<file path="src/shared/rrac_pkg.sv">
/*
 * Constants for the remote register-access command interpreter: command
 * word fields, info-area offsets and field layouts, per-space descriptors.
 * Assumes a single synchronous clock domain; no other file is needed.
 */
`default_nettype none
package rrac_pkg;
    // command word layout
    localparam int CMD_WRITE_BIT = 15;
    localparam int CMD_ADDR_BIT = 14;
    localparam int CMD_INFO_BIT = 13;
    localparam int CMD_SPACE_LSB = 10;
    localparam int CMD_SIZE_LSB = 8;
    localparam int CMD_INC_BIT = 7;
    localparam int CMD_COUNT_LSB = 0;
    localparam int SPACE_W = 3;
    localparam int SIZE_W = 2;
    localparam int COUNT_W = 7;
    localparam int ADDR_W = 16;
    localparam int NUM_SPACES = 8;

    // element size codes
    localparam logic [1:0] SIZE_8 = 2'h0;
    localparam logic [1:0] SIZE_16 = 2'h1;
    localparam logic [1:0] SIZE_32 = 2'h2;
    localparam logic [1:0] SIZE_64 = 2'h3;

    // info-area byte offsets, one 16-bit word each
    localparam logic [15:0] INFO_SIGNATURE_OFS = 16'h0000;
    localparam logic [15:0] INFO_SIZE_TYPE_OFS = 16'h0002;
    localparam logic [15:0] INFO_RANGES_OFS = 16'h0004;
    localparam logic [15:0] INFO_POINTER_OFS = 16'h0006;
    localparam logic [15:0] INFO_LABEL_0_1_OFS = 16'h0008;
    localparam logic [15:0] INFO_LABEL_2_3_OFS = 16'h000A;
    localparam logic [15:0] INFO_LABEL_4_5_OFS = 16'h000C;
    localparam logic [15:0] INFO_LABEL_6_7_OFS = 16'h000E;
    localparam logic [11:0] SIGNATURE_BASE = 12'h5A0;

    // size/type word fields
    localparam int SZ_WRITABLE_BIT = 15;
    localparam int SZ_TYPE_LSB = 8;
    localparam int SZ_ACCESS_LSB = 0;
    localparam logic [6:0] TYPE_REGISTER = 7'h01;
    localparam logic [6:0] TYPE_MEMORY = 7'h02;
    localparam logic [6:0] TYPE_EEPROM = 7'h0E;
    localparam logic [6:0] TYPE_FLASH = 7'h0F;

    // range word fields
    localparam int RG_ERASE_LSB = 11;
    localparam int RG_PAGE_LSB = 6;
    localparam int RG_RANGE_LSB = 0;
    localparam logic [15:0] RG_RANGE_ONLY_MASK = 16'h003F;

    // per-space descriptors; plain defaults for this build
    localparam logic [15:0] SPACE_SIZE_TYPE [NUM_SPACES] = '{
        16'h8104, 16'h8102, 16'h8E02, 16'h8F04,
        16'h8202, 16'h8202, 16'h8102, 16'h0102};
    localparam logic [15:0] SPACE_RANGES [NUM_SPACES] = '{
        16'h0010, 16'h0008, 16'h0007, 16'h8204,
        16'h0010, 16'h0010, 16'h0008, 16'h0008};
    // label "SPACE0  ", first character in the low byte; digit patched
    localparam logic [63:0] LABEL_BASE = 64'h2020_3045_4341_5053;
    localparam int LABEL_DIGIT_LSB = 40;
endpackage
`default_nettype wire

</file>
<file path="src/rtl/rrac_ptr.sv">
/*
 * One per-space byte address pointer: loadable, steps by element size.
 * Assumes the caller raises load and step_en only for its own space.
 */
`default_nettype none
module rrac_ptr (
    input wire logic clock,                  // system clock
    input wire logic rst_b,                  // async reset, active low
    input wire logic load,                   // load pointer
    input wire logic [15:0] load_value,      // byte address to load
    input wire logic step_en,                // advance pointer
    input wire logic [3:0] step,             // element size in bytes
    output logic [15:0] ptr                  // current byte address
);
    always_ff @(posedge clock or negedge rst_b) begin
        if (!rst_b) begin
            ptr <= 16'h0000;
        end else if (load) begin
            ptr <= load_value;
        end else if (step_en) begin
            ptr <= ptr + {12'h000, step};
        end
    end
endmodule
`default_nettype wire

</file>
<file path="src/rtl/rrac_cmd.sv">
/*
 * Remote register-access command interpreter. Takes the command stream
 * one byte at a time, keeps a pointer per space, issues element reads and
 * writes to the space memory, answers info-area reads itself and returns
 * read data as bytes. Assumes the byte source and the memory share clock;
 * the tx byte sink takes every byte offered.
 */
`default_nettype none
// Function
// 16-bit word: write, addr, info, space, size, inc, count
// write bit one writes, zero reads
// address bit loads pointer from following word
// each space owns its own pointer
// info bit selects the space's info area
// three-bit field picks one of eight spaces
// size field gives 8, 16, 32 or 64 bits
// increment bit steps pointer by element bytes
// count is 1 to 127, zero is error
// host sends only address, then write data
// addresses are always byte addresses
// addresses and data go low byte first
// info areas read-only, writes do nothing
// info areas allow only 16-bit reads
// info area holds signature, sizes, ranges, pointer, label
// size word: writable, type, access widths
// type codes register, memory, EEPROM, flash
// access mask bit n allows width 8 shl n
// range word holds erase, page, range exponents
// non-flash spaces report erase and page zero
// pointer word read leaves pointer unchanged (code still steps it when inc is set)
// zero count makes no access, no pointer change
module rrac_cmd (
    input wire logic clock,                  // 40 MHz system clock
    input wire logic rst_b,                  // async reset, active low
    input wire logic rx_valid,               // command stream byte valid
    input wire logic [7:0] rx_byte,          // command stream byte
    output logic rx_ready,                   // byte will be taken
    output logic tx_valid,                   // read data byte valid pulse
    output logic [7:0] tx_byte,              // read data byte
    output logic mem_rd,                     // element read pulse
    output logic mem_wr,                     // element write pulse
    output logic [2:0] mem_space,            // space of the access
    output logic [1:0] mem_size,             // element size code
    output logic [15:0] mem_addr,            // byte address of element
    output logic [63:0] mem_wdata,           // write data, low bytes used
    input wire logic mem_rvalid,             // read data valid
    input wire logic [63:0] mem_rdata,       // read data, low bytes used
    output logic cmd_error                   // bad command pulse
);
    import rrac_pkg::*;

    typedef enum logic [2:0] {
        ST_IDLE = 3'b000,
        ST_CMD_HI = 3'b001,
        ST_ADR_LO = 3'b011,
        ST_ADR_HI = 3'b010,
        ST_WDATA = 3'b110,
        ST_RD_REQ = 3'b111,
        ST_RD_WAIT = 3'b101,
        ST_RD_SEND = 3'b100
    } rrac_state_type;

    rrac_state_type state;
    rrac_state_type next_state;
    logic [15:0] cmd;
    logic [7:0] lo_byte;
    logic skip;
    logic [6:0] elem_left;
    logic [2:0] byte_cnt;
    logic [63:0] data_buf;
    logic [63:0] next_wdata;
    logic take;
    logic [15:0] new_cmd;
    logic new_bad;
    logic [15:0] ptrs [NUM_SPACES];
    logic [15:0] cur_ptr;
    logic [3:0] nbytes;
    logic last_byte;
    logic last_elem;
    logic ptr_load;
    logic ptr_step;
    logic [15:0] info_word;

    // fields of the latched command
    logic c_write;
    logic c_addr;
    logic c_info;
    logic c_inc;
    logic [2:0] c_space;
    logic [1:0] c_size;

    assign take = rx_valid && rx_ready;
    assign new_cmd = {rx_byte, lo_byte};
    assign c_write = cmd[CMD_WRITE_BIT];
    assign c_addr = cmd[CMD_ADDR_BIT];
    assign c_info = cmd[CMD_INFO_BIT];
    assign c_inc = cmd[CMD_INC_BIT];
    assign c_space = cmd[CMD_SPACE_LSB +: SPACE_W];
    assign c_size = cmd[CMD_SIZE_LSB +: SIZE_W];
    assign nbytes = 4'h1 << c_size;
    assign last_byte = byte_cnt == 3'(nbytes - 4'h1);
    assign last_elem = elem_left == 7'h01;
    assign cur_ptr = ptrs[c_space];

    // zero count, info write or non-16-bit info access is refused whole
    assign new_bad = (new_cmd[CMD_COUNT_LSB +: COUNT_W] == 7'h00) ||
        (new_cmd[CMD_INFO_BIT] &&
         (new_cmd[CMD_WRITE_BIT] ||
          new_cmd[CMD_SIZE_LSB +: SIZE_W] != SIZE_16));

    assign ptr_load = state == ST_ADR_HI && take && !skip;
    assign ptr_step = c_inc && !skip && last_byte &&
        ((state == ST_WDATA && take) || state == ST_RD_SEND);

    genvar gi;
    generate
        for (gi = 0; gi < NUM_SPACES; gi++) begin : g_ptr
            rrac_ptr u_ptr (
                .clock(clock),
                .rst_b(rst_b),
                .load(ptr_load && c_space == 3'(gi)),
                .load_value(new_cmd),
                .step_en(ptr_step && c_space == 3'(gi)),
                .step(nbytes),
                .ptr(ptrs[gi])
            );
        end
    endgenerate

    // info-area word at the current pointer; past the last word reads zero
    always_comb begin
        logic [15:0] ranges;
        logic [63:0] label;
        ranges = SPACE_RANGES[c_space];
        label = LABEL_BASE;
        label[LABEL_DIGIT_LSB +: 8] = 8'h30 + {5'h00, c_space};
        if (SPACE_SIZE_TYPE[c_space][SZ_TYPE_LSB +: 7] != TYPE_FLASH) begin
            ranges = ranges & RG_RANGE_ONLY_MASK;
        end
        case (cur_ptr & 16'hFFFE)
            INFO_SIGNATURE_OFS: info_word = {SIGNATURE_BASE, 1'b0, c_space};
            INFO_SIZE_TYPE_OFS: info_word = SPACE_SIZE_TYPE[c_space];
            INFO_RANGES_OFS: info_word = ranges;
            INFO_POINTER_OFS: info_word = cur_ptr;
            INFO_LABEL_0_1_OFS: info_word = label[15:0];
            INFO_LABEL_2_3_OFS: info_word = label[31:16];
            INFO_LABEL_4_5_OFS: info_word = label[47:32];
            INFO_LABEL_6_7_OFS: info_word = label[63:48];
            default: info_word = 16'h0000;
        endcase
    end

    // write bytes fill the element low byte first
    always_comb begin
        next_wdata = data_buf;
        next_wdata[{byte_cnt, 3'b000} +: 8] = rx_byte;
    end

    always_comb begin
        next_state = state;
        case (state)
            ST_IDLE: begin
                if (take) begin
                    next_state = ST_CMD_HI;
                end
            end
            ST_CMD_HI: begin
                if (take) begin
                    if (new_cmd[CMD_ADDR_BIT]) begin
                        next_state = ST_ADR_LO;
                    end else if (!(|new_cmd[CMD_COUNT_LSB +: COUNT_W])) begin
                        next_state = ST_IDLE;
                    end else if (new_cmd[CMD_WRITE_BIT]) begin
                        next_state = ST_WDATA;
                    end else if (new_bad) begin
                        next_state = ST_IDLE;
                    end else begin
                        next_state = ST_RD_REQ;
                    end
                end
            end
            ST_ADR_LO: begin
                if (take) begin
                    next_state = ST_ADR_HI;
                end
            end
            ST_ADR_HI: begin
                if (take) begin
                    if (elem_left == 7'h00) begin
                        next_state = ST_IDLE;
                    end else if (c_write) begin
                        next_state = ST_WDATA;
                    end else if (skip) begin
                        next_state = ST_IDLE;
                    end else begin
                        next_state = ST_RD_REQ;
                    end
                end
            end
            ST_WDATA: begin
                if (take && last_byte && last_elem) begin
                    next_state = ST_IDLE;
                end
            end
            ST_RD_REQ: begin
                next_state = c_info ? ST_RD_SEND : ST_RD_WAIT;
            end
            ST_RD_WAIT: begin
                if (mem_rvalid) begin
                    next_state = ST_RD_SEND;
                end
            end
            ST_RD_SEND: begin
                if (last_byte) begin
                    next_state = last_elem ? ST_IDLE : ST_RD_REQ;
                end
            end
            default: next_state = ST_IDLE;
        endcase
    end

    always_ff @(posedge clock or negedge rst_b) begin
        if (!rst_b) begin
            state <= ST_IDLE;
            rx_ready <= 1'b0;
        end else begin
            state <= next_state;
            // reads hold the stream off until their data is out
            rx_ready <= next_state inside {ST_IDLE, ST_CMD_HI, ST_ADR_LO,
                ST_ADR_HI, ST_WDATA};
        end
    end

    // command capture
    always_ff @(posedge clock or negedge rst_b) begin
        if (!rst_b) begin
            cmd <= 16'h0000;
            lo_byte <= 8'h00;
            skip <= 1'b0;
            cmd_error <= 1'b0;
        end else begin
            cmd_error <= 1'b0;
            if (take && (state == ST_IDLE || state == ST_ADR_LO)) begin
                lo_byte <= rx_byte;
            end
            if (state == ST_CMD_HI && take) begin
                cmd <= new_cmd;
                skip <= new_bad;
                cmd_error <= new_bad;
            end
        end
    end

    // element and byte counting
    always_ff @(posedge clock or negedge rst_b) begin
        if (!rst_b) begin
            elem_left <= 7'h00;
            byte_cnt <= 3'h0;
        end else begin
            if (state == ST_CMD_HI && take) begin
                elem_left <= new_cmd[CMD_COUNT_LSB +: COUNT_W];
                byte_cnt <= 3'h0;
            end else if ((state == ST_WDATA && take) ||
                    state == ST_RD_SEND) begin
                if (last_byte) begin
                    byte_cnt <= 3'h0;
                    elem_left <= elem_left - 7'h01;
                end else begin
                    byte_cnt <= byte_cnt + 3'h1;
                end
            end
        end
    end

    // memory side
    always_ff @(posedge clock or negedge rst_b) begin
        if (!rst_b) begin
            mem_rd <= 1'b0;
            mem_wr <= 1'b0;
            mem_space <= 3'h0;
            mem_size <= 2'h0;
            mem_addr <= 16'h0000;
            mem_wdata <= 64'h0;
            data_buf <= 64'h0;
        end else begin
            mem_rd <= 1'b0;
            mem_wr <= 1'b0;
            if (state == ST_WDATA && take) begin
                data_buf <= next_wdata;
                if (last_byte && !skip) begin
                    mem_wr <= 1'b1;
                    mem_wdata <= next_wdata;
                    mem_addr <= cur_ptr;
                    mem_space <= c_space;
                    mem_size <= c_size;
                end
            end
            if (state == ST_RD_REQ) begin
                if (c_info) begin
                    data_buf <= {48'h0, info_word};
                end else begin
                    mem_rd <= 1'b1;
                    mem_addr <= cur_ptr;
                    mem_space <= c_space;
                    mem_size <= c_size;
                end
            end
            if (state == ST_RD_WAIT && mem_rvalid) begin
                data_buf <= mem_rdata;
            end
        end
    end

    // read data leaves low byte first
    always_ff @(posedge clock or negedge rst_b) begin
        if (!rst_b) begin
            tx_valid <= 1'b0;
            tx_byte <= 8'h00;
        end else begin
            tx_valid <= state == ST_RD_SEND;
            if (state == ST_RD_SEND) begin
                tx_byte <= data_buf[{byte_cnt, 3'b000} +: 8];
            end
        end
    end
endmodule
`default_nettype wire

</file>
<file path="config.mk">
export PLATFORM = sky130hd
export DESIGN_NAME = rrac_cmd
export DESIGN_NICKNAME = d
export VERILOG_FILES = /design/src/shared/rrac_pkg.sv /design/src/rtl/rrac_ptr.sv /design/src/rtl/rrac_cmd.sv
export SDC_FILE = /design/constraint.sdc
export NUM_CORES = 1
export LEC_CHECK = 0
export BUFFER_PORTS_ARGS = -buffer_cell sky130_fd_sc_hd__buf_2
export CAP_MARGIN = 20
export CORE_AREA = 5 5 202 253
export CTS_CLUSTER_DIAMETER = 60
export DETAILED_ROUTE_END_ITERATION = 16
export DIE_AREA = 0 0 207 258
export PLACE_DENSITY = 0.67
export SETUP_SLACK_MARGIN = 0.15
export SLEW_MARGIN = 20
export SYNTH_ARGS = -nofsm -noshare
export SYNTH_HDL_FRONTEND = slang
export SYNTH_SLANG_ARGS = --single-unit
</file>
<file path="constraint.sdc">
create_clock -name clock -period 3 [get_ports clock]
set_input_delay 0.15 -clock clock [delete_from_list [all_inputs] [get_ports clock]]
set_output_delay 0.15 -clock clock [all_outputs]
set_load 0.05 [all_outputs]
</file>
==> impl_metrics.tcl <==
set metrics [dict create \
    reg2reg_depth 10 \
    setup_repair_after_global_routing_missed_its_margin "yes" \
    totalWireLength_um 71100 \
    drt-initial-drc-count 1858 \
    reg_to_reg_end "g_ptr[2].u_ptr.ptr[1]$_DFFE_PN0P_" \
    synth.distinct_cells 79 \
    post-synth-top-area-fraction 0.417 \
    viasPerCell 6.01 \
    finalHoldWorstSlack_ps 91.2 \
    synthesis.area_mm2 0.0192 \
    postRouteAntennaNets 0 \
    power_per_cell_area_mw_per_mm2 967 \
    synth_area_leader_cell "dfrtp_1" \
    fin_nets 2462 \
    io_pins 174 \
    muxShareOfSynthArea 0.147 \
    worst_ir_drop_vdd_uv 435 \
    post_layout_minimum_cycle_time_ps 2790 \
    synth_top_family_by_area "compound AO/OA/AOI/OAI gates" \
    min_path_type "in -> reg" \
    tritoncts.num_buffers 38 \
    antenna_found_initial 1 \
    timing.max_cap.violations 0 \
    tritoncts "yes" \
    synth.top_cells.by_count "320 x dfrtp_1, 215 x a21oi_1, 210 x nor2_1, 177 x nand2_1, 148 x mux2i_1" \
    worst_path_max_delay_cell "dfrtp_1" \
    synthesis.area_per_instance_um2 9.47 \
    synth_enable_flop_cells 0 \
    outcome "complete, no violations" \
    synth_cells 2029 \
    tightest_slew_ps 798 \
    max_freq_mhz 358 \
    first_global_vias 18100 \
    core_area_mm2 0.0487 \
    timing.clock.skew_ps 31.7 \
    final-setup-viol-count 0 \
    placement.io_buffers 173 \
    drt_pre_antenna_iters 6 \
    clock_tree.root_cell "clkbuf_16" \
    grt_first_pass_wirelength_um 109000 \
    seq_area_frac_synth 0.417 \
    h_tree_depth 2 \
    max_slew_margin 0.463 \
    routed_wl_per_cell_um 23.6 \
    yosys.area_share.adder 0.0377 \
    routed-via-count 18100 \
    synth.ff_latch_count 320 \
    global_route_congestion_overflow_total 0 \
    synthTopCellsByArea "dfrtp_1 42%, mux2i_1 7.7%, a21oi_1 5.6%, mux4_2 5.4%, nor2_1 4.1%" \
    cp_data_required_time_ps 3430 \
    timing.rr.start "cmd[10]$_DFFE_PN0P_" \
    primary_flip_flop_cell_chosen_by_synthesis_mapping "dfrtp_1" \
    floorplan.die.height_um 258 \
    setup.worst_path.start "cmd[10]$_DFFE_PN0P_" \
    clock_sinks 320 \
    critPathMaxFanout 8 \
    timing.critical_path.mode_cell "buf_4" \
    place.gp.congestion 0.966 \
    drcViolationCount 0 \
    yosys_warnings 0 \
    grt_usage 0.258 \
    synthSimpleGateAreaFrac 0.150 \
    worst_ep_arrival_time_ps 3220 \
    timing.critical_path.to "g_ptr[2].u_ptr.ptr[1]$_DFFE_PN0P_" \
    fin_tns_setup_ps 0 \
    critical_path_cell_by_cell "buf_4 -> inv_1 -> buf_4 -> ha_1 -> nand2_1 -> nor2_1 -> buf_4 -> nor2_1 -> a211oi_1 -> a21oi_1" \
    grt_start_max_net_pins 130 \
    clock_latency_ps 580 \
    fillers 4535 \
    timing.critical_path.slowest_cell_delay_ps 470 \
    effective_utilization_at_floorplan 0.394 \
    die_area_mm2 0.0534 \
    timing_max_transition_violations_final 0 \
    share_of_the_cycle_needed_by_the_critical_path_after_routing 0.930 \
    syn_to_final_growth_pct 24.6 \
    report.final.hold_viol_count 0 \
    critical_path_class "reg -> reg" \
    clock_tree.buffer_depth 3 \
    synth_nets 2158 \
    synthArstFlopShare 1.00 \
    timing.reg2reg.setup_slack_ps 210 \
    cts.clk_slew.worst_paths_ps 70 \
    worst_setup_path_end_kind "register" \
    post_synth_xor_area_fraction 0.00638 \
    synth_compound_area_frac 0.204 \
    rows 91 \
    leakage_nw 10.4 \
    critPathLaunchType "register" \
    placed_wire_length_estimate_um 52300 \
    synth_most_common_cell "dfrtp_1" \
    drive_above_1_share 0.219 \
    chipWidth_um 207 \
]
[repair_timing]
item                                    in CTS  in global routing
pin swaps                                    1                  6
hold buffers                                66                  0
buffers inserted                             1                  2
hold endpoints to repair                   133                  0
resized for setup                            3                 28
endpoints found under the setup margin      16                 52
[worst max-delay path, delay by kind of cell, from the launching register on]
kind                       cells  cell delay [ps]
AOI/OAI and AO/OA              2              300
adders and majority gates      1              280
buffers and inverters          4              820
DFF                            1              470
and+or+nand+nor                3              760
[cell type report]
| cell class | instances | area [um2] | area share |
|---|---|---|---|
| Tap cell | 651 | 815 | 0.0340 |
| Timing Repair Buffer | 398 | 2920 | 0.122 |
| Antenna cell | 1 | 2.50 | 0.000105 |
| Multi-Input combinational cell | 1525 | 10600 | 0.444 |
| Inverter | 50 | 189 | 0.00790 |
| Clock inverter | 21 | 300 | 0.0125 |
| Clock buffer | 48 | 1060 | 0.0443 |
| Sequential cell | 320 | 8010 | 0.335 |
[flip-flops by register name, indices dropped and copies added, names as in the netlist]
signal and flops:
cmd_error 1, mem_wdata 64, g_ptr.u_ptr.ptr 128, tx_byte 8, mem_addr 16, skip 1
mem_wr 1, byte_cnt 3, tx_valid 1, mem_size 2, elem_left 7, data_buf 64
lo_byte 8, mem_rd 1, rx_ready 1, mem_space 3, cmd 8, state 3
[layer usage]
| metal | vias up | wire, um | global-route usage |
|---|---|---|---|
| met2 | 867 | 34500 | 0.438 |
| met1 | 8964 | 27800 | 0.326 |
| met4 | 2 | 3770 | 0.124 |
| li1 | 8094 | - | - |
| met5 | - | 17 | 0 |
| met3 | 191 | 4980 | 0.0363 |
[kinds of logic (layout without fill, tap and decap cells)]
logic type               after synthesis  in the layout
AO/OA/AOI/OAI                        623            623
multiplexers                         218            218
flip-flops                           320            320
AND/OR/NAND/NOR                      617            617
XOR/XNOR                              14             14
buffers and inverters                184            517
adder cells (fa/ha/maj)               53             53
other                                  0              1
[power breakdown]
part | leakage [nW] | internal [mW] | switching [mW]
combinational | 5.61 | 3.98 | 6.73
clock | 0.676 | 3.06 | 2.04
sequential | 4.15 | 5.76 | 1.57
total | 10.4 | 12.8 | 10.3
[cells in the final DEF (no fill, tap or decap), drive strengths merged, types with 21 or more instances in the layout]
cell type / n
buf: 332
dfrtp: 320
a21oi: 215
nor2: 213
nand2: 178
mux2i: 148
o21ai: 141
dlygate4sd3: 66
a31oi: 58
inv: 53
o22a: 52
nand3: 49
mux4: 49
clkbuf: 48
ha: 45
nor3: 34
nor2b: 32
and3: 26
a21o: 23
a211oi: 23
nand4: 21
mux2: 21
[worst min path at each step]
stage                     from                            endpoint  slack (ps)  depth (start not counted)
floorplan                rst_b             byte_cnt[0]$_DFFE_PN0P_        -150                          0
global placement         rst_b  g_ptr[7].u_ptr.ptr[11]$_DFFE_PN0P_         210                          1
detailed placement       rst_b  g_ptr[7].u_ptr.ptr[14]$_DFFE_PN0P_         210                          1
CTS                 rx_byte[7]                 cmd[15]$_DFFE_PN0P_          60                          4
global route        rx_byte[7]                 cmd[15]$_DFFE_PN0P_         110                          4
finish              rx_byte[7]                 cmd[15]$_DFFE_PN0P_          90                          4
[metrics by stage]
stage	total power [mW]	setup slack [ps]	cell area (um2)	instances	utilization
floorplan	14.3	168	19200	2029	-
global placement	17.6	137	21800	2875	0.447
detailed placement	17.8	91.2	21800	2875	0.447
CTS	23.1	169	23800	3011	0.489
global route	24.4	100	23900	3013	0.491
finish	23.1	209	23900	3014	0.491
Note: power is estimated with default switching activity, not from simulation.
